<file path="src/common/dgc_pkg.sv">
package dgc_pkg;

   // ----------------------------------------
   // register map (byte addresses)
   // ----------------------------------------
   localparam int AXI_AW = 8;
   localparam logic [7:0] OFS_CONTROL = 8'h00;
   localparam logic [7:0] OFS_STATUS = 8'h04;
   localparam logic [7:0] OFS_LAST_ADDR = 8'h08;
   localparam logic [7:0] OFS_CRC_CTRL = 8'h0C;

   // ----------------------------------------
   // field positions
   // ----------------------------------------
   localparam int CTL_ON_BIT = 15;
   localparam int CTL_SUSPEND_BIT = 12;
   localparam int CTL_BUSY_BIT = 11;
   localparam int STS_DIR_BIT = 3;
   localparam int CRC_CRC_BYTE_ORDER_LSB = 28;
   localparam int CRC_WBO_BIT = 27;
   localparam int CRC_CRC_BIT_ORDER_BIT = 24;
   localparam int CRC_POLYNOMIAL_LENGTH_LSB = 8;
   localparam int CRC_EN_BIT = 7;
   localparam int CRC_APP_BIT = 6;
   localparam int CRC_TYP_BIT = 5;
   localparam int CRC_CH_LSB = 0;

   // ----------------------------------------
   // writable masks and reset values
   // ----------------------------------------
   localparam logic [31:0] CTL_WR_MASK = 32'h0000_9000;
   localparam logic [31:0] CRC_WR_MASK = 32'h3900_1FE7;
   localparam logic [31:0] CTL_RESET = 32'h0000_0000;
   localparam logic [31:0] CRC_RESET = 32'h0000_0000;
   localparam logic [31:0] WORD_ZERO = 32'h0000_0000;

   // ----------------------------------------
   // bus answers
   // ----------------------------------------
   localparam logic [1:0] RESP_OKAY = 2'h0;
   localparam logic [1:0] RESP_SLVERR = 2'h2;

   // byte order selection codes
   typedef enum logic [1:0] {
      ORD_NONE = 2'h0,
      ORD_WORD_REV = 2'h1,
      ORD_HALF_SWAP = 2'h2,
      ORD_BYTE_IN_HALF = 2'h3
   } dgc_order_t;

   // access sequencer states, one-hot
   typedef enum logic [1:0] {
      ST_IDLE = 2'h1,
      ST_XFER = 2'h2
   } dgc_state_t;

   // merge a strobed write into a register, keeping only writable bits
   function automatic logic [31:0] dgc_apply_strb(input logic [31:0] old_val, input logic [31:0] wdata,
                                                  input logic [3:0] strb, input logic [31:0] mask);
      logic [31:0] merged;
      merged = old_val;
      for (int i = 0; i < 4; i++) begin
         if (strb[i]) begin
            merged[i*8 +: 8] = wdata[i*8 +: 8];
         end
      end
      return merged & mask;
   endfunction : dgc_apply_strb

endpackage : dgc_pkg

</file>
<file path="src/core/dgc_byte_order.sv">
`timescale 1ns/1ps
module dgc_byte_order
   import dgc_pkg::*;
(
   input wire dgc_pkg::dgc_order_t order,
   input wire logic [31:0] din,
   output logic [31:0] dout
);
   import dgc_pkg::*;

   // ----------------------------------------
   // byte reordering ahead of the crc
   // ----------------------------------------
   // byte order select
   always_comb begin
      unique case (order)
         // source order untouched
         ORD_NONE: dout = din;
         // all four bytes reversed
         ORD_WORD_REV: dout = {din[7:0], din[15:8], din[23:16], din[31:24]};
         // half-words exchanged, bytes kept
         ORD_HALF_SWAP: dout = {din[15:0], din[31:16]};
         // bytes exchanged inside each half-word
         ORD_BYTE_IN_HALF: dout = {din[23:16], din[31:24], din[7:0], din[15:8]};
      endcase
   end

endmodule : dgc_byte_order

</file>
<file path="src/core/dgc_axil_slave.sv">
`timescale 1ns/1ps
module dgc_axil_slave
   import dgc_pkg::*;
(
   input wire logic mclk,
   input wire logic reset_n,
   input wire logic [dgc_pkg::AXI_AW-1:0] s_axi_awaddr,
   input wire logic s_axi_awvalid,
   output logic s_axi_awready,
   input wire logic [31:0] s_axi_wdata,
   input wire logic [3:0] s_axi_wstrb,
   input wire logic s_axi_wvalid,
   output logic s_axi_wready,
   output logic [1:0] s_axi_bresp,
   output logic s_axi_bvalid,
   input wire logic s_axi_bready,
   input wire logic s_axi_arvalid,
   output logic s_axi_arready,
   output logic [31:0] s_axi_rdata,
   output logic [1:0] s_axi_rresp,
   output logic s_axi_rvalid,
   input wire logic s_axi_rready,
   output logic wr_pulse,
   output logic [dgc_pkg::AXI_AW-1:0] wr_addr,
   output logic [31:0] wr_data,
   output logic [3:0] wr_strb,
   input wire logic wr_ok,
   input wire logic [31:0] rd_data,
   input wire logic rd_ok
);
   import dgc_pkg::*;

   // all handshake state of the slave
   typedef struct packed {
      logic aw_rdy;
      logic [AXI_AW-1:0] aw_addr;
      logic w_rdy;
      logic [31:0] w_data;
      logic [3:0] w_strb;
      logic bvalid;
      logic [1:0] bresp;
      logic wr_pulse;
      logic ar_rdy;
      logic rvalid;
      logic [31:0] rdata;
      logic [1:0] rresp;
   } dgc_axil_t;

   dgc_axil_t s_reg;
   dgc_axil_t s_next;

   // ----------------------------------------
   // next state
   // ----------------------------------------
   always_comb begin
      s_next = s_reg;
      s_next.wr_pulse = 1'b0;
      // address and data are taken in either order
      if (s_axi_awvalid && s_reg.aw_rdy) begin
         s_next.aw_rdy = 1'b0;
         s_next.aw_addr = s_axi_awaddr;
      end
      if (s_axi_wvalid && s_reg.w_rdy) begin
         s_next.w_rdy = 1'b0;
         s_next.w_data = s_axi_wdata;
         s_next.w_strb = s_axi_wstrb;
      end
      // both held: commit the write and answer
      if (!s_reg.aw_rdy && !s_reg.w_rdy && !s_reg.bvalid) begin
         s_next.wr_pulse = 1'b1;
         s_next.bvalid = 1'b1;
         s_next.bresp = wr_ok ? RESP_OKAY : RESP_SLVERR;
      end
      // response taken: reopen both channels
      if (s_reg.bvalid && s_axi_bready) begin
         s_next.bvalid = 1'b0;
         s_next.aw_rdy = 1'b1;
         s_next.w_rdy = 1'b1;
      end
      // read: data sampled at the address handshake
      if (s_axi_arvalid && s_reg.ar_rdy) begin
         s_next.ar_rdy = 1'b0;
         s_next.rvalid = 1'b1;
         s_next.rdata = rd_ok ? rd_data : WORD_ZERO;
         s_next.rresp = rd_ok ? RESP_OKAY : RESP_SLVERR;
      end
      if (s_reg.rvalid && s_axi_rready) begin
         s_next.rvalid = 1'b0;
         s_next.ar_rdy = 1'b1;
      end
   end

   // ----------------------------------------
   // state register
   // ----------------------------------------
   always_ff @(posedge mclk) begin
      if (!reset_n) begin
         s_reg <= '0;
         s_reg.aw_rdy <= 1'b1;
         s_reg.w_rdy <= 1'b1;
         s_reg.ar_rdy <= 1'b1;
      end else begin
         s_reg <= s_next;
      end
   end

   // outputs straight from the state flops
   assign s_axi_awready = s_reg.aw_rdy;
   assign s_axi_wready = s_reg.w_rdy;
   assign s_axi_bvalid = s_reg.bvalid;
   assign s_axi_bresp = s_reg.bresp;
   assign s_axi_arready = s_reg.ar_rdy;
   assign s_axi_rvalid = s_reg.rvalid;
   assign s_axi_rdata = s_reg.rdata;
   assign s_axi_rresp = s_reg.rresp;
   assign wr_pulse = s_reg.wr_pulse;
   assign wr_addr = s_reg.aw_addr;
   assign wr_data = s_reg.w_data;
   assign wr_strb = s_reg.w_strb;

endmodule : dgc_axil_slave

</file>
<file path="src/core/dgc_top.sv">
// Decided for this implementation: the address map and the AXI4-Lite slave port.
`timescale 1ns/1ps

module dgc_top
   import dgc_pkg::*;
(
   input wire logic mclk,
   input wire logic reset_n,
   input wire logic [dgc_pkg::AXI_AW-1:0] s_axi_awaddr,
   input wire logic s_axi_awvalid,
   output logic s_axi_awready,
   input wire logic [31:0] s_axi_wdata,
   input wire logic [3:0] s_axi_wstrb,
   input wire logic s_axi_wvalid,
   output logic s_axi_wready,
   output logic [1:0] s_axi_bresp,
   output logic s_axi_bvalid,
   input wire logic s_axi_bready,
   input wire logic [dgc_pkg::AXI_AW-1:0] s_axi_araddr,
   input wire logic s_axi_arvalid,
   output logic s_axi_arready,
   output logic [31:0] s_axi_rdata,
   output logic [1:0] s_axi_rresp,
   output logic s_axi_rvalid,
   input wire logic s_axi_rready,
   input wire logic acc_req,
   input wire logic [2:0] acc_channel,
   input wire logic acc_is_read,
   input wire logic [31:0] acc_addr,
   input wire logic [31:0] acc_src_data,
   output logic acc_grant,
   output logic acc_refused,
   output logic bus_valid,
   output logic bus_read,
   output logic [31:0] bus_addr,
   output logic [31:0] bus_wdata,
   output logic crc_feed_valid,
   output logic [31:0] crc_feed_data,
   output logic module_enable,
   output logic module_active_flag,
   output logic crc_route_enable,
   output logic crc_append_mode,
   output logic crc_type_select,
   output logic crc_bit_order,
   output logic [4:0] polynomial_length,
   output logic [2:0] crc_channel_select
);
   import dgc_pkg::*;

   // ----------------------------------------
   // state
   // ----------------------------------------
   // every flop of this module in one record; the bus slave keeps its handshake flops in its own
   typedef struct packed {
      logic [31:0] ctl_word;
      logic [31:0] crc_word;
      logic busy;
      logic last_dir;
      logic [2:0] last_ch;
      logic [31:0] last_addr;
      dgc_state_t state;
      logic grant;
      logic refused;
      logic bus_valid;
      logic bus_read;
      logic [31:0] bus_addr;
      logic [31:0] bus_wdata;
      logic feed_valid;
      logic [31:0] feed_data;
   } dgc_top_t;

   dgc_top_t t_reg;
   dgc_top_t t_next;

   // register bus side
   logic wr_pulse;
   logic [AXI_AW-1:0] wr_addr;
   logic [31:0] wr_data;
   logic [3:0] wr_strb;
   logic wr_ok;
   logic [31:0] rd_data;
   logic rd_ok;
   // crc control value being written
   logic [31:0] crc_wr_val;
   // source data after byte reordering
   logic [31:0] reordered;
   // decoded control fields
   logic on_bit;
   logic suspend_bit;
   logic wbo_bit;
   logic unaligned;

   // ----------------------------------------
   // register bus slave
   // ----------------------------------------
   dgc_axil_slave u_slave (
      .mclk(mclk),
      .reset_n(reset_n),
      .s_axi_awaddr(s_axi_awaddr),
      .s_axi_awvalid(s_axi_awvalid),
      .s_axi_awready(s_axi_awready),
      .s_axi_wdata(s_axi_wdata),
      .s_axi_wstrb(s_axi_wstrb),
      .s_axi_wvalid(s_axi_wvalid),
      .s_axi_wready(s_axi_wready),
      .s_axi_bresp(s_axi_bresp),
      .s_axi_bvalid(s_axi_bvalid),
      .s_axi_bready(s_axi_bready),
      .s_axi_arvalid(s_axi_arvalid),
      .s_axi_arready(s_axi_arready),
      .s_axi_rdata(s_axi_rdata),
      .s_axi_rresp(s_axi_rresp),
      .s_axi_rvalid(s_axi_rvalid),
      .s_axi_rready(s_axi_rready),
      .wr_pulse(wr_pulse),
      .wr_addr(wr_addr),
      .wr_data(wr_data),
      .wr_strb(wr_strb),
      .wr_ok(wr_ok),
      .rd_data(rd_data),
      .rd_ok(rd_ok)
   );

   // ----------------------------------------
   // byte reorder unit
   // ----------------------------------------
   dgc_byte_order u_order (
      .order(dgc_order_t'(t_reg.crc_word[CRC_CRC_BYTE_ORDER_LSB +: 2])),
      .din(acc_src_data),
      .dout(reordered)
   );

   // field decode
   assign on_bit = t_reg.ctl_word[CTL_ON_BIT];
   assign suspend_bit = t_reg.ctl_word[CTL_SUSPEND_BIT];
   assign wbo_bit = t_reg.crc_word[CRC_WBO_BIT];
   assign unaligned = (acc_addr[1:0] != 2'h0);

   // ----------------------------------------
   // address decode
   // ----------------------------------------
   // writes are answered OKAY at all four mapped registers; only control and crc control store them
   always_comb begin
      wr_ok = (wr_addr == OFS_CONTROL) || (wr_addr == OFS_CRC_CTRL) ||
              (wr_addr == OFS_STATUS) || (wr_addr == OFS_LAST_ADDR);
   end

   // read mux; unimplemented bits come back as zero
   // reserved bits zero
   always_comb begin
      rd_ok = 1'b1;
      rd_data = WORD_ZERO;
      if (s_axi_araddr == OFS_CONTROL) begin
         rd_data = t_reg.ctl_word;
         rd_data[CTL_BUSY_BIT] = t_reg.busy;
      end else if (s_axi_araddr == OFS_STATUS) begin
         rd_data[STS_DIR_BIT] = t_reg.last_dir;
         rd_data[2:0] = t_reg.last_ch;
      end else if (s_axi_araddr == OFS_LAST_ADDR) begin
         rd_data = t_reg.last_addr;
      end else if (s_axi_araddr == OFS_CRC_CTRL) begin
         rd_data = t_reg.crc_word;
      end else begin
         // unmapped address
         rd_ok = 1'b0;
      end
   end

   // ----------------------------------------
   // next state
   // ----------------------------------------
   always_comb begin
      t_next = t_reg;
      t_next.grant = 1'b0;
      t_next.refused = 1'b0;
      t_next.bus_valid = 1'b0;
      t_next.feed_valid = 1'b0;
      crc_wr_val = dgc_apply_strb(t_reg.crc_word, wr_data, wr_strb, CRC_WR_MASK);
      if (crc_wr_val[CRC_WBO_BIT]) begin
         crc_wr_val[CRC_APP_BIT] = 1'b0;
      end
      // software writes; read-only registers ignore them
      // masked register writes
      if (wr_pulse && (wr_addr == OFS_CONTROL)) begin
         t_next.ctl_word = dgc_apply_strb(t_reg.ctl_word, wr_data, wr_strb, CTL_WR_MASK);
      end
      if (wr_pulse && (wr_addr == OFS_CRC_CTRL)) begin
         t_next.crc_word = crc_wr_val;
      end
      // access sequencer
      unique case (t_reg.state)
         ST_IDLE: begin
            if (on_bit && !suspend_bit && acc_req) begin
               if (wbo_bit && unaligned) begin
                  t_next.refused = 1'b1;
               end else begin
                  t_next.state = ST_XFER;
                  t_next.grant = 1'b1;
                  t_next.bus_valid = 1'b1;
                  t_next.bus_read = acc_is_read;
                  t_next.bus_addr = acc_addr;
                  t_next.bus_wdata = wbo_bit ? reordered : acc_src_data;
                  t_next.feed_valid = t_reg.crc_word[CRC_EN_BIT] &&
                                      (acc_channel == t_reg.crc_word[CRC_CH_LSB +: 3]);
                  t_next.feed_data = reordered;
                  t_next.last_dir = acc_is_read;
                  t_next.last_ch = acc_channel;
                  t_next.last_addr = acc_addr;
               end
            end
         end
         ST_XFER: begin
            // access always runs to its end
            t_next.state = ST_IDLE;
         end
      endcase
      // busy while on or moving data
      t_next.busy = t_next.ctl_word[CTL_ON_BIT] || (t_next.state == ST_XFER);
   end

   // ----------------------------------------
   // state register
   // ----------------------------------------
   always_ff @(posedge mclk) begin
      if (!reset_n) begin
         t_reg <= '0;
         t_reg.ctl_word <= CTL_RESET;
         t_reg.crc_word <= CRC_RESET;
         t_reg.state <= ST_IDLE;
      end else begin
         t_reg <= t_next;
      end
   end

   // outputs straight from flops
   assign acc_grant = t_reg.grant;
   assign acc_refused = t_reg.refused;
   assign bus_valid = t_reg.bus_valid;
   assign bus_read = t_reg.bus_read;
   assign bus_addr = t_reg.bus_addr;
   assign bus_wdata = t_reg.bus_wdata;
   assign crc_feed_valid = t_reg.feed_valid;
   assign crc_feed_data = t_reg.feed_data;
   assign module_enable = on_bit;
   assign module_active_flag = t_reg.busy;
   assign crc_route_enable = t_reg.crc_word[CRC_EN_BIT];
   assign crc_append_mode = t_reg.crc_word[CRC_APP_BIT];
   assign crc_type_select = t_reg.crc_word[CRC_TYP_BIT];
   assign crc_bit_order = t_reg.crc_word[CRC_CRC_BIT_ORDER_BIT];
   assign polynomial_length = t_reg.crc_word[CRC_POLYNOMIAL_LENGTH_LSB +: 5];
   assign crc_channel_select = t_reg.crc_word[CRC_CH_LSB +: 3];
endmodule : dgc_top

</file>
<file path="config.mk">
export PLATFORM = sky130hd
export DESIGN_NAME = dgc_top
export DESIGN_NICKNAME = d
export VERILOG_FILES = /design/src/common/dgc_pkg.sv /design/src/core/dgc_byte_order.sv /design/src/core/dgc_axil_slave.sv /design/src/core/dgc_top.sv
export SDC_FILE = /design/constraint.sdc
export NUM_CORES = 1
export LEC_CHECK = 0
export ABC_AREA = 1
export CAP_MARGIN = 20
export CORE_AREA = 2 2 192 194
export CTS_CLUSTER_SIZE = 28
export DETAILED_ROUTE_END_ITERATION = 12
export DIE_AREA = 0 0 194 196
export DONT_BUFFER_PORTS = 1
export MAX_ROUTING_LAYER = met4
export PLACE_DENSITY_LB_ADDON = 0.05
export SETUP_SLACK_MARGIN = 0.2
export SYNTH_ARGS = -nofsm -noshare
export SYNTH_HDL_FRONTEND = slang
export SYNTH_SLANG_ARGS = --single-unit
</file>
<file path="constraint.sdc">
create_clock -name mclk -period 1.2 [get_ports mclk]
set_input_delay 0.24 -clock mclk [delete_from_list [all_inputs] [get_ports mclk]]
set_output_delay 0.24 -clock mclk [all_outputs]
set_load 0.03 [all_outputs]
</file>
==> results of run 1 <==
## metal layers
layer / vias up / track usage (%) / wire [µm]
met3: 30 / 5.60 / 2070
met1: 4066 / 24.9 / 17600
li1: 4269 / - / -
met4: 0 / 4.60 / 561
met5: - / - / 0
met2: 192 / 26.3 / 15800
## cell families after synthesis
| family | Yosys count |
|---|---|
| AOI/OAI and AO/OA | 285 |
| xor gates and xnor gates | 3 |
| buffers and inverters | 222 |
| DFF | 190 |
| other | 1 |
| and+or+nand+nor | 547 |
## layout by cell type, fill, tap and decap left out, types with 30 or more instances in the layout
master and n:
nand2_1 200, nor2_1 162, buf_6 120, dfxtp_2 101, o21ai_0 89, a21oi_2 78
buf_4 68, dfxtp_4 57, dlygate4sd3_1 52, a21oi_1 51, o21ai_1 40, nand2_4 34
nand2_2 33, dfxtp_1 32, inv_1 30
## worst register-to-register path, delay by kind of cell, from the launching register on
family	cells	cell delay (ps)
simple gates	3	380
buf+inv	2	280
compound gates	2	250
flops	1	400
## area by class of cell
type	instances	area, µm²	share of cell area (%)
clock buffers	21	483	3.46
well taps	468	586	4.20
inverters	40	183	1.31
clock inverters	10	128	0.915
diodes	2	5.00	0.0359
flip-flops and latches	190	4140	29.7
multi-input cells	837	4900	35.1
repair buffers	293	3520	25.2
## worst paths after layout
path / cells after the start / slack [ps] / start / endpoint
min: 2 / -80 / reset_n / u_slave.wr_addr[7]
max reg2reg: 7 / -190 / t_reg[169] / bus_wdata[1]
min reg2reg: 2 / 460 / u_slave.wr_data[6] / u_slave.wr_data[6]
max: 7 / -190 / t_reg[169] / bus_wdata[1]
## power groups by stage
stage | clock, mW | sequential (mW) | combinational [mW]
global route | 6.50 | 6.40 | 1.37
global placement | 0 | 6.63 | 0.692
detailed placement | 0 | 6.63 | 0.690
finish | 6.05 | 6.38 | 1.26
CTS | 6.28 | 6.37 | 1.13
floorplan | 0 | 6.64 | 0.480
## stage by stage
| stage | power, mW | util (%) | setup slack, ps |
|---|---|---|---|
| 2_1_floorplan | 7.12 | - | -201 |
| 3_3_place_gp | 7.32 | 27.9 | -199 |
| 3_5_place_dp | 7.32 | 27.9 | -208 |
| 4_1_cts | 13.8 | 35.2 | -175 |
| 5_1_grt | 14.3 | 38.7 | -292 |
| 6_report | 13.7 | 38.7 | -189 |
## what timing repair did
action                                 CTS  global route
setup endpoints to repair              316           333
cloned                                   9            12
resized for setup                      439           194
hold buffers                            43             9
pin swaps                               34            71
setup buffers                           38            17
endpoints found under the hold margin  141           124
==> metrics, run 1 <==
setup slack after layout=-189 ps; failing checks=hold timing, setup timing; CTS tree=yes; Port Buffers=0; mux contribution to synthesized area=0%; Cell variety after synth=34; Routed WL=36.0 mm; Setup crit start kind=register; Hold Slack=-84.1 ps; Clock power frac=44.2%; first-pass GRT wire length=52.2 mm; Starting Density=24.7%; mean post-synth cell area=7.15 µm²; Pwr per Cell Area=982 mW/mm²; simple-gate portion of the synthesized area=25.3%; leakage power=5.52 nW; clock tree sinks=190; Synth area leader=dfxtp_1; IO Pins=284; Main synth FF type=dfxtp_1; Num CTS Buffers=17; Cell Count Post-Placement=1700; Cells after Synth=1248; dpl cell area=0.0101 mm²; Via-to-Cell Ratio=4.60; Max Cap Viol=0; logic gate share of total power=9.2%; Sw Ratio=25.1%; DRT iter0 DRCs=368; die area=0.0380 mm²; Area Overhead vs Synth=56.4%; critical path, cell by cell=nor2_4, buf_6, buf_6, nand2_1, o2111ai_2, nand2_1, a21oi_1; synth warn=0; DR DRC count=0; Rows=70; post-synthesis sequential area ratio=42.6%; Die Width=194 µm; gr usage total=18.3%; Max Buffers Root-to-Sink=2; crit share post-route=116%; final worst path period need=1390 ps; worst-path maximum fanout=7; Synth Area in Compound Gates=16.7%; Required @ worst endpoint=1580 ps; post-DR wirelength/cell=19.4 µm; Slew Viols, Final=0; initial antenna violation count=2; EDFF count, synth=0; Post-Synthesis Cell Area=0.00892 mm²; RSZ-0062 raised after global routing=yes; largest net degree at the start of global routing=136; Setup TNS Final=-14690 ps; final cell count without fillers=1861; clock tree root driver cell=clkbuf_16; hold crit path type=in2reg; Max IR drop VDD=0.00105 V; synth cell count leaders=nand2_1 (267), nor2_1 (193), dfxtp_1 (190), o21ai_0 (139), a21oi_1 (129); fill cell count=3764; Yosys top cell area share=42.6%; vias in the first global route=8279; Buf/Inv on CP=2; GRT Residual Overflow=0; final instance area=0.0139 mm²; slowest cell delay on critical path=400 ps; adder and majority gate portion of the synthesized area=0%; Die Y=196 µm; CP Capture Type=register; Yosys reg bits=190; post-route ant nets=0; most common cell in the netlist=nand2_1; Pre-antenna DRT Iters=4; HPWL after DPL=23.0 mm; crit path DAT=1770 ps; P_int=10.3 mW; vias=8557; largest family of logic cells by synthesized area=simple AND/OR/NAND/NOR gates; ys async rst share=0%; CP max-delay cell=dfxtp_4; status=finished, violations left; Seq pwr share=46.6%; Crit path max-delay family=flip-flops; gp weighted congestion=0.761; final hold vios=53; layout cells sized above 1=49.0%; CP Class=reg2reg; xor-xnor portion of the synthesized cell area=0.295%; H-tree depth=4; skew final=12.3 ps; clock latency on the worst-skew pair=450 ps; layout net count=1507; core area=0.0361 mm²; ranking of synthesized cells by area=dfxtp_1 (43%), nand2_1 (11%), buf_4 (9.6%); fmax=720 MHz; setup violators final=123; Sw Pwr=3.44 mW; clock-pin slew on the worst setup and hold paths=80 ps
Note: power is estimated with default switching activity, not from simulation.
==> run 2, diff against run 1 <==
--- a/config.mk
+++ b/config.mk
@@ -14,7 +14,7 @@
 export DONT_BUFFER_PORTS = 1
 export MAX_ROUTING_LAYER = met4
 export PLACE_DENSITY_LB_ADDON = 0.05
-export SETUP_SLACK_MARGIN = 0.2
+export SETUP_SLACK_MARGIN = 0.5
 export SYNTH_ARGS = -nofsm -noshare
 export SYNTH_HDL_FRONTEND = slang
 export SYNTH_SLANG_ARGS = --single-unit
==> constraint.sdc (replaced) <==
create_clock -name mclk -period 1.5 [get_ports mclk]
set_input_delay 0.3 -clock mclk [delete_from_list [all_inputs] [get_ports mclk]]
set_output_delay 0.3 -clock mclk [all_outputs]
set_load 0.03 [all_outputs]
==> run 2 against run 1 <==
Net effect: wire length is 5.1% lower; total power shrank 20%; worst hold slack gained 53 ps; largest power group unchanged; the run ends with hold timing left; highest routed layer unchanged; flip-flop and latch count is the same; clock skew up 2.3 ps.
==> metrics, run 2 (synthesized netlist as in run 1, its figures left out) <==
status=finished, violations left; failing checks=hold timing; gr usage total=18.2% (-0.13 points); CP Class=reg2reg; setup slack after layout=114 ps (+303 ps); r2r worst-path depth=8 (+1); layout cells sized above 1=42.3% (-6.7 points); worst slew pin tran=518 ps; dpl cell area=0.00958 mm² (-5.0%); Starting Density=24.7% (unchanged); pre-CTS WS=48.9 ps (+257 ps); gp weighted congestion=0.743 (-2.4%); H-tree depth=4 (unchanged); Pre-antenna DRT Iters=5 (+1); HPWL after DPL=22.4 mm (-2.8%); Via-to-Cell Ratio=4.64 (+0.90%); skew final=14.6 ps (+2.30 ps); DRT iter0 DRCs=365 (-0.82%); core area=0.0361 mm² (unchanged); final instance area=0.0130 mm² (-6.6%); Worst Hold Depth=2 (unchanged); Hold Slack=-31.5 ps (+52.6 ps); RSZ-0062 raised after global routing=yes; most frequent cells in the layout=nand2_1 (213), nor2_1 (181), dfxtp_4 (127); Max IR drop VDD=0.000781 V (-26%); layout net count=1426 (-5.4%); Cell Count Post-Placement=1631 (-4.1%); Setup TNS Final=0 ps (+14690 ps); final worst path period need=1390 ps (-3.44 ps); total power=10.9 mW (-20%); Rows=70 (unchanged); Die Width=194 µm (unchanged); Routed WL=34.2 mm (-5.1%); CTS tree=yes; first-pass GRT wire length=51.7 mm (-0.97%); clock-pin slew on the worst setup and hold paths=80 ps (about the same); Setup crit start kind=register; vias in the first global route=8220 (-0.71%); GRT Residual Overflow=0 (unchanged); Area Overhead vs Synth=46.1%; Max Buffers Root-to-Sink=2 (unchanged); fill cell count=3825 (+1.6%); setup violators final=0 (-100%); post-DR wirelength/cell=19.2 µm (-0.87%); Required @ worst endpoint=1880 ps (+300 ps); initial antenna violation count=2 (unchanged); clock tree root driver cell=clkbuf_16; post-route ant nets=0 (unchanged); Layout Utilization=36.1% (-2.5 points); Die Y=196 µm (unchanged); crit share post-route=92.4% (-23 points); Slew headroom=65.4%; hold crit path type=in2reg; Pwr per Cell Area=838 mW/mm² (-15%); final hold vios=16 (-70%); largest net degree at the start of global routing=136 (unchanged); Num CTS Buffers=17 (unchanged); fmax=722 MHz (+0.25%); clock latency on the worst-skew pair=460 ps (about the same); IO Pins=284 (unchanged); Max Cap Viol=0 (unchanged); clock tree sinks=190 (unchanged); DR DRC count=0 (unchanged); final cell count without fillers=1781 (-4.3%); die area=0.0380 mm² (unchanged); most common cell after layout, fill and taps aside=nand2_1; Slew Viols, Final=0 (unchanged); leakage power=5.07 nW (-8.2%); CP Capture Type=register; crit path DAT=1770 ps (about the same); vias=8263 (-3.4%); Port Buffers=0 (unchanged); worst-path maximum fanout=8 (+1)
run 2: worst max-delay path: stages, from the launching register on:
cell	delay, ps
dfxtp_4	360
nand2_4	50
nor2_4	100
nand2_4	80
nor2_8	170
buf_12	190
clkbuf_16	150
o21ai_0	80
a21oi_1	130
run 2: final cells by class:
class | instances | area, µm² | area share, %
diodes | 2 | 5.00 | 0.0384
clock buffers | 19 | 464 | 3.56
clock inverters | 13 | 164 | 1.26
inverters | 40 | 201 | 1.55
multi-input cells | 837 | 4700 | 36.1
flip-flops and latches | 190 | 4320 | 33.1
well taps | 468 | 586 | 4.49
repair buffers | 212 | 2590 | 19.9
run 2: path summary, 6_finish.rpt:
| path | startpoint | endpoint | slack (ps) |
|---|---|---|---|
| worst min-delay path | reset_n | u_slave.wr_data[9] | -30 |
| worst max register to register | module_enable | bus_wdata[1] | 110 |
| worst min register to register | u_slave.wr_addr[1] | u_slave.wr_addr[1] | 460 |
| worst max-delay path | module_enable | bus_wdata[1] | 110 |
run 2: report_power, final:
group          switching, mW  leakage [nW]  total (mW)  internal [mW]
Combinational          0.464          3.10       0.939          0.474
Clock                   2.29         0.309        4.96           2.68
Sequential             0.110          1.65        5.02           4.91
Total                   2.86          5.07        10.9           8.06
run 2: what timing repair did:
item	4_1_cts	5_1_grt
endpoints found under the hold margin	133	36
setup buffers	30	16
pin swaps	39	62
setup endpoints to repair	338	333
cloned	10	6
gates resized for setup	457	97
hold buffers	52	2
run 2: metal layers:
metal	wire (µm)	GRT usage, %	vias to the layer above
met4	447	4.66	0
met2	15500	28.0	208
li1	-	-	4096
met1	15900	23.3	3933
met5	0	-	-
met3	2260	5.28	26
==> run 3, diff against run 2 <==
--- a/config.mk
+++ b/config.mk
@@ -5,12 +5,11 @@
 export SDC_FILE = /design/constraint.sdc
 export NUM_CORES = 1
 export LEC_CHECK = 0
-export ABC_AREA = 1
 export CAP_MARGIN = 20
-export CORE_AREA = 2 2 192 194
+export CORE_AREA = 2 2 194 196
 export CTS_CLUSTER_SIZE = 28
 export DETAILED_ROUTE_END_ITERATION = 12
-export DIE_AREA = 0 0 194 196
+export DIE_AREA = 0 0 196 198
 export DONT_BUFFER_PORTS = 1
 export MAX_ROUTING_LAYER = met4
 export PLACE_DENSITY_LB_ADDON = 0.05
==> run 3 against run 2 <==
Net effect: the flow finishes with violations (hold timing, setup timing); fmax decreased by 14%; sequential power shrank 2%; total power decreased by 2.7%; combinational power decreased by 18%; register-to-register slack got worse by 230 ps; count of clock-buffer cells in the layout decreased by 2; sequential share of layout area is 1.8 points lower; synthesized area grew 1.4%; worst hold slack got worse by 14 ps; critical path type unchanged.
==> metrics, run 3 <==
DR DRC count=0 (unchanged); final instance area=0.0139 mm² (+6.5%); CP Class=reg2reg; clock tree root driver cell=clkbuf_16; mux contribution to synthesized area=12.7% (+13 points); xor-xnor portion of the synthesized cell area=0.291% (-0.0040 points); Pre-antenna DRT Iters=4 (-1); CP max-delay cell=mux4_2; r2r worst-path depth=5 (-3); crit share post-route=108% (+16 points); final hold vios=13 (-3); dpl cell area=0.00925 mm² (-3.5%); most frequent cells in the layout=dfxtp_4 (138), nand2_1 (134), dlygate4sd3_1 (61); final worst path period need=1620 ps (+235 ps); post-synthesis sequential area ratio=42.1% (-0.57 points); CTS tree=yes; first-pass GRT wire length=49.1 mm (-5.1%); most common cell in the netlist=nand2_1; skew final=11.6 ps (-2.94 ps); worst-path maximum fanout=14 (+6); ys async rst share=0% (unchanged); clock-pin slew on the worst setup and hold paths=80 ps (about the same); Area Overhead vs Synth=53.5%; H-tree depth=4 (unchanged); Num CTS Buffers=17 (unchanged); most common cell after layout, fill and taps aside=dfxtp_4; Yosys reg bits=190 (unchanged); GRT Residual Overflow=0 (unchanged); die area=0.0388 mm² (+2.1%); Synth area leader=dfxtp_1; fmax=617 MHz (-14%); Via-to-Cell Ratio=4.79 (+3.2%); failing checks=hold timing, setup timing; Hold Slack=-45.6 ps (-14.1 ps); Port Buffers=0 (unchanged); gr usage total=17.9% (-0.23 points); Starting Density=24.5% (-0.25 points); simple-gate portion of the synthesized area=15.3% (-10 points); Die Width=196 µm (+1.0%); clock tree sinks=190 (unchanged); post-DR wirelength/cell=22.7 µm (+18%); critical path, cell by cell=buf_12, buf_4, mux4_2, mux2i_2, a21oi_1; leakage power=4.95 nW (-2.2%); storage element area=0.00435 mm² (+0.67%); FF-to-FF setup slack=-120 ps (-230 ps); clock latency on the worst-skew pair=460 ps (about the same); DRT iter0 DRCs=333 (-8.8%); Setup crit start kind=register; Required @ worst endpoint=1840 ps (-40 ps); Main synth FF type=dfxtp_1; vias=7425 (-10%); Post-Synthesis Cell Area=0.00904 mm² (+1.4%); Slew Viols, Final=0 (unchanged); area of the multi-input gates=0.00528 mm² (+12%); core area=0.0370 mm² (+2.4%); Synth Area in Compound Gates=16.9% (+0.20 points); pre-CTS WS=-180 ps (-228 ps); Cell variety after synth=44 (+29%); Max Buffers Root-to-Sink=2 (unchanged); Yosys top cell area share=42.1% (-0.57 points); gp weighted congestion=0.849 (+14%); ranking of synthesized cells by area=dfxtp_1 (42%), buf_4 (9.3%), nand2_1 (9.1%); HPWL after DPL=21.6 mm (-3.7%); slowest cell delay on critical path=520 ps (+160 ps); total power=10.6 mW (-2.7%); fill cell count=3660 (-4.3%); initial antenna violation count=2 (unchanged); Pwr per Cell Area=765 mW/mm² (-8.7%); Rows=71 (+1.4%); post-route ant nets=0 (unchanged); mean post-synth cell area=9.14 µm² (+28%); layout net count=1190 (-17%); largest family of logic cells by synthesized area=compound AO/OA/AOI/OAI gates; vias in the first global route=7102 (-14%); Cells after Synth=989 (-21%); setup slack after layout=-120 ps (-235 ps); RSZ-0062 raised after global routing=yes; hold crit path type=in2reg; EDFF count, synth=0 (unchanged); Max IR drop VDD=0.000775 V (-0.79%); Cell Count Post-Placement=1358 (-17%); largest net degree at the start of global routing=195 (+43%); crit path DAT=1960 ps (+190 ps); adder and majority gate portion of the synthesized area=0% (unchanged); CP Capture Type=register; layout cells sized above 1=57.4% (+15 points); synth cell count leaders=nand2_1 (218), dfxtp_1 (190), buf_4 (112), a21boi_0 (94), o21ai_0 (62); Die Y=198 µm (+1.0%); Worst Hold Depth=2 (unchanged); status=finished, violations left; Max Cap Viol=0 (unchanged); Routed WL=35.2 mm (+2.9%); setup violators final=45 (+45); final cell count without fillers=1551 (-13%); synth warn=0 (unchanged); IO Pins=284 (unchanged)
-- run 3: cells by family after synthesis --
| kind of cell | Yosys count |
|---|---|
| DFF | 190 |
| other | 1 |
| muxes | 74 |
| xor gates and xnor gates | 3 |
| AOI/OAI and AO/OA | 236 |
| and+or+nand+nor | 308 |
| buffers and inverters | 177 |
-- run 3: through the flow --
| step | setup TNS [ps] | util, % |
|---|---|---|
| floorplan | -154 | - |
| global placement | -3310 | 25.0 |
| global route | -5430 | 37.6 |
| finish | -2270 | 37.6 |
| CTS | -1670 | 33.7 |
| detailed placement | -3880 | 25.0 |
-- run 3: critical path: cells and delay by family (launching register included) --
family / cells / cell delay (ps)
DFF: 1 / 360
buffers and inverters: 2 / 280
AOI/OAI and AO/OA: 1 / 100
muxes: 2 / 760
-- run 3: routing by layer --
| layer | GRT usage, % | vias to the layer above | share of wire, % | wire length [µm] |
|---|---|---|---|---|
| met3 | 6.08 | 30 | 7.6 | 2680 |
| met4 | 5.08 | 0 | 1.6 | 549 |
| met1 | 23.6 | 3658 | 46 | 16000 |
| met5 | - | - | 0 | 0 |
| li1 | - | 3501 | - | - |
| met2 | 26.0 | 236 | 45 | 15900 |
-- run 3: layout make-up --
class,count,area share (%)
clock inverter,15,1.41
sequential,190,31.3
multi-input combinational,625,38.0
tap,474,4.27
timing repair buffer,226,21.8
clock buffer,17,3.06
antenna,2,0.0361
inverter,2,0.0541
-- run 3: power breakdown --
group          internal, mW  switching, mW  total, mW
logic                 0.436          0.332      0.768
clock network          2.56           2.36       4.92
registers              4.86         0.0781       4.93
-- run 3: final timing paths --
kind,startpoint,end
worst max-delay path,t_reg[168],bus_wdata[31]
worst min-delay path,reset_n,bus_wdata[26]
worst max register to register,t_reg[168],bus_wdata[31]
worst min register to register,u_slave.wr_data[9],polynomial_length[1]
-- run 3: what timing repair did --
item | CTS | global route
endpoints found under the hold margin | 136 | 98
cloned | 24 | 7
pin swaps | 42 | 111
hold buffers | 60 | 1
setup endpoints to repair | 333 | 341
setup buffers | 41 | 26
resized for setup | 404 | 298
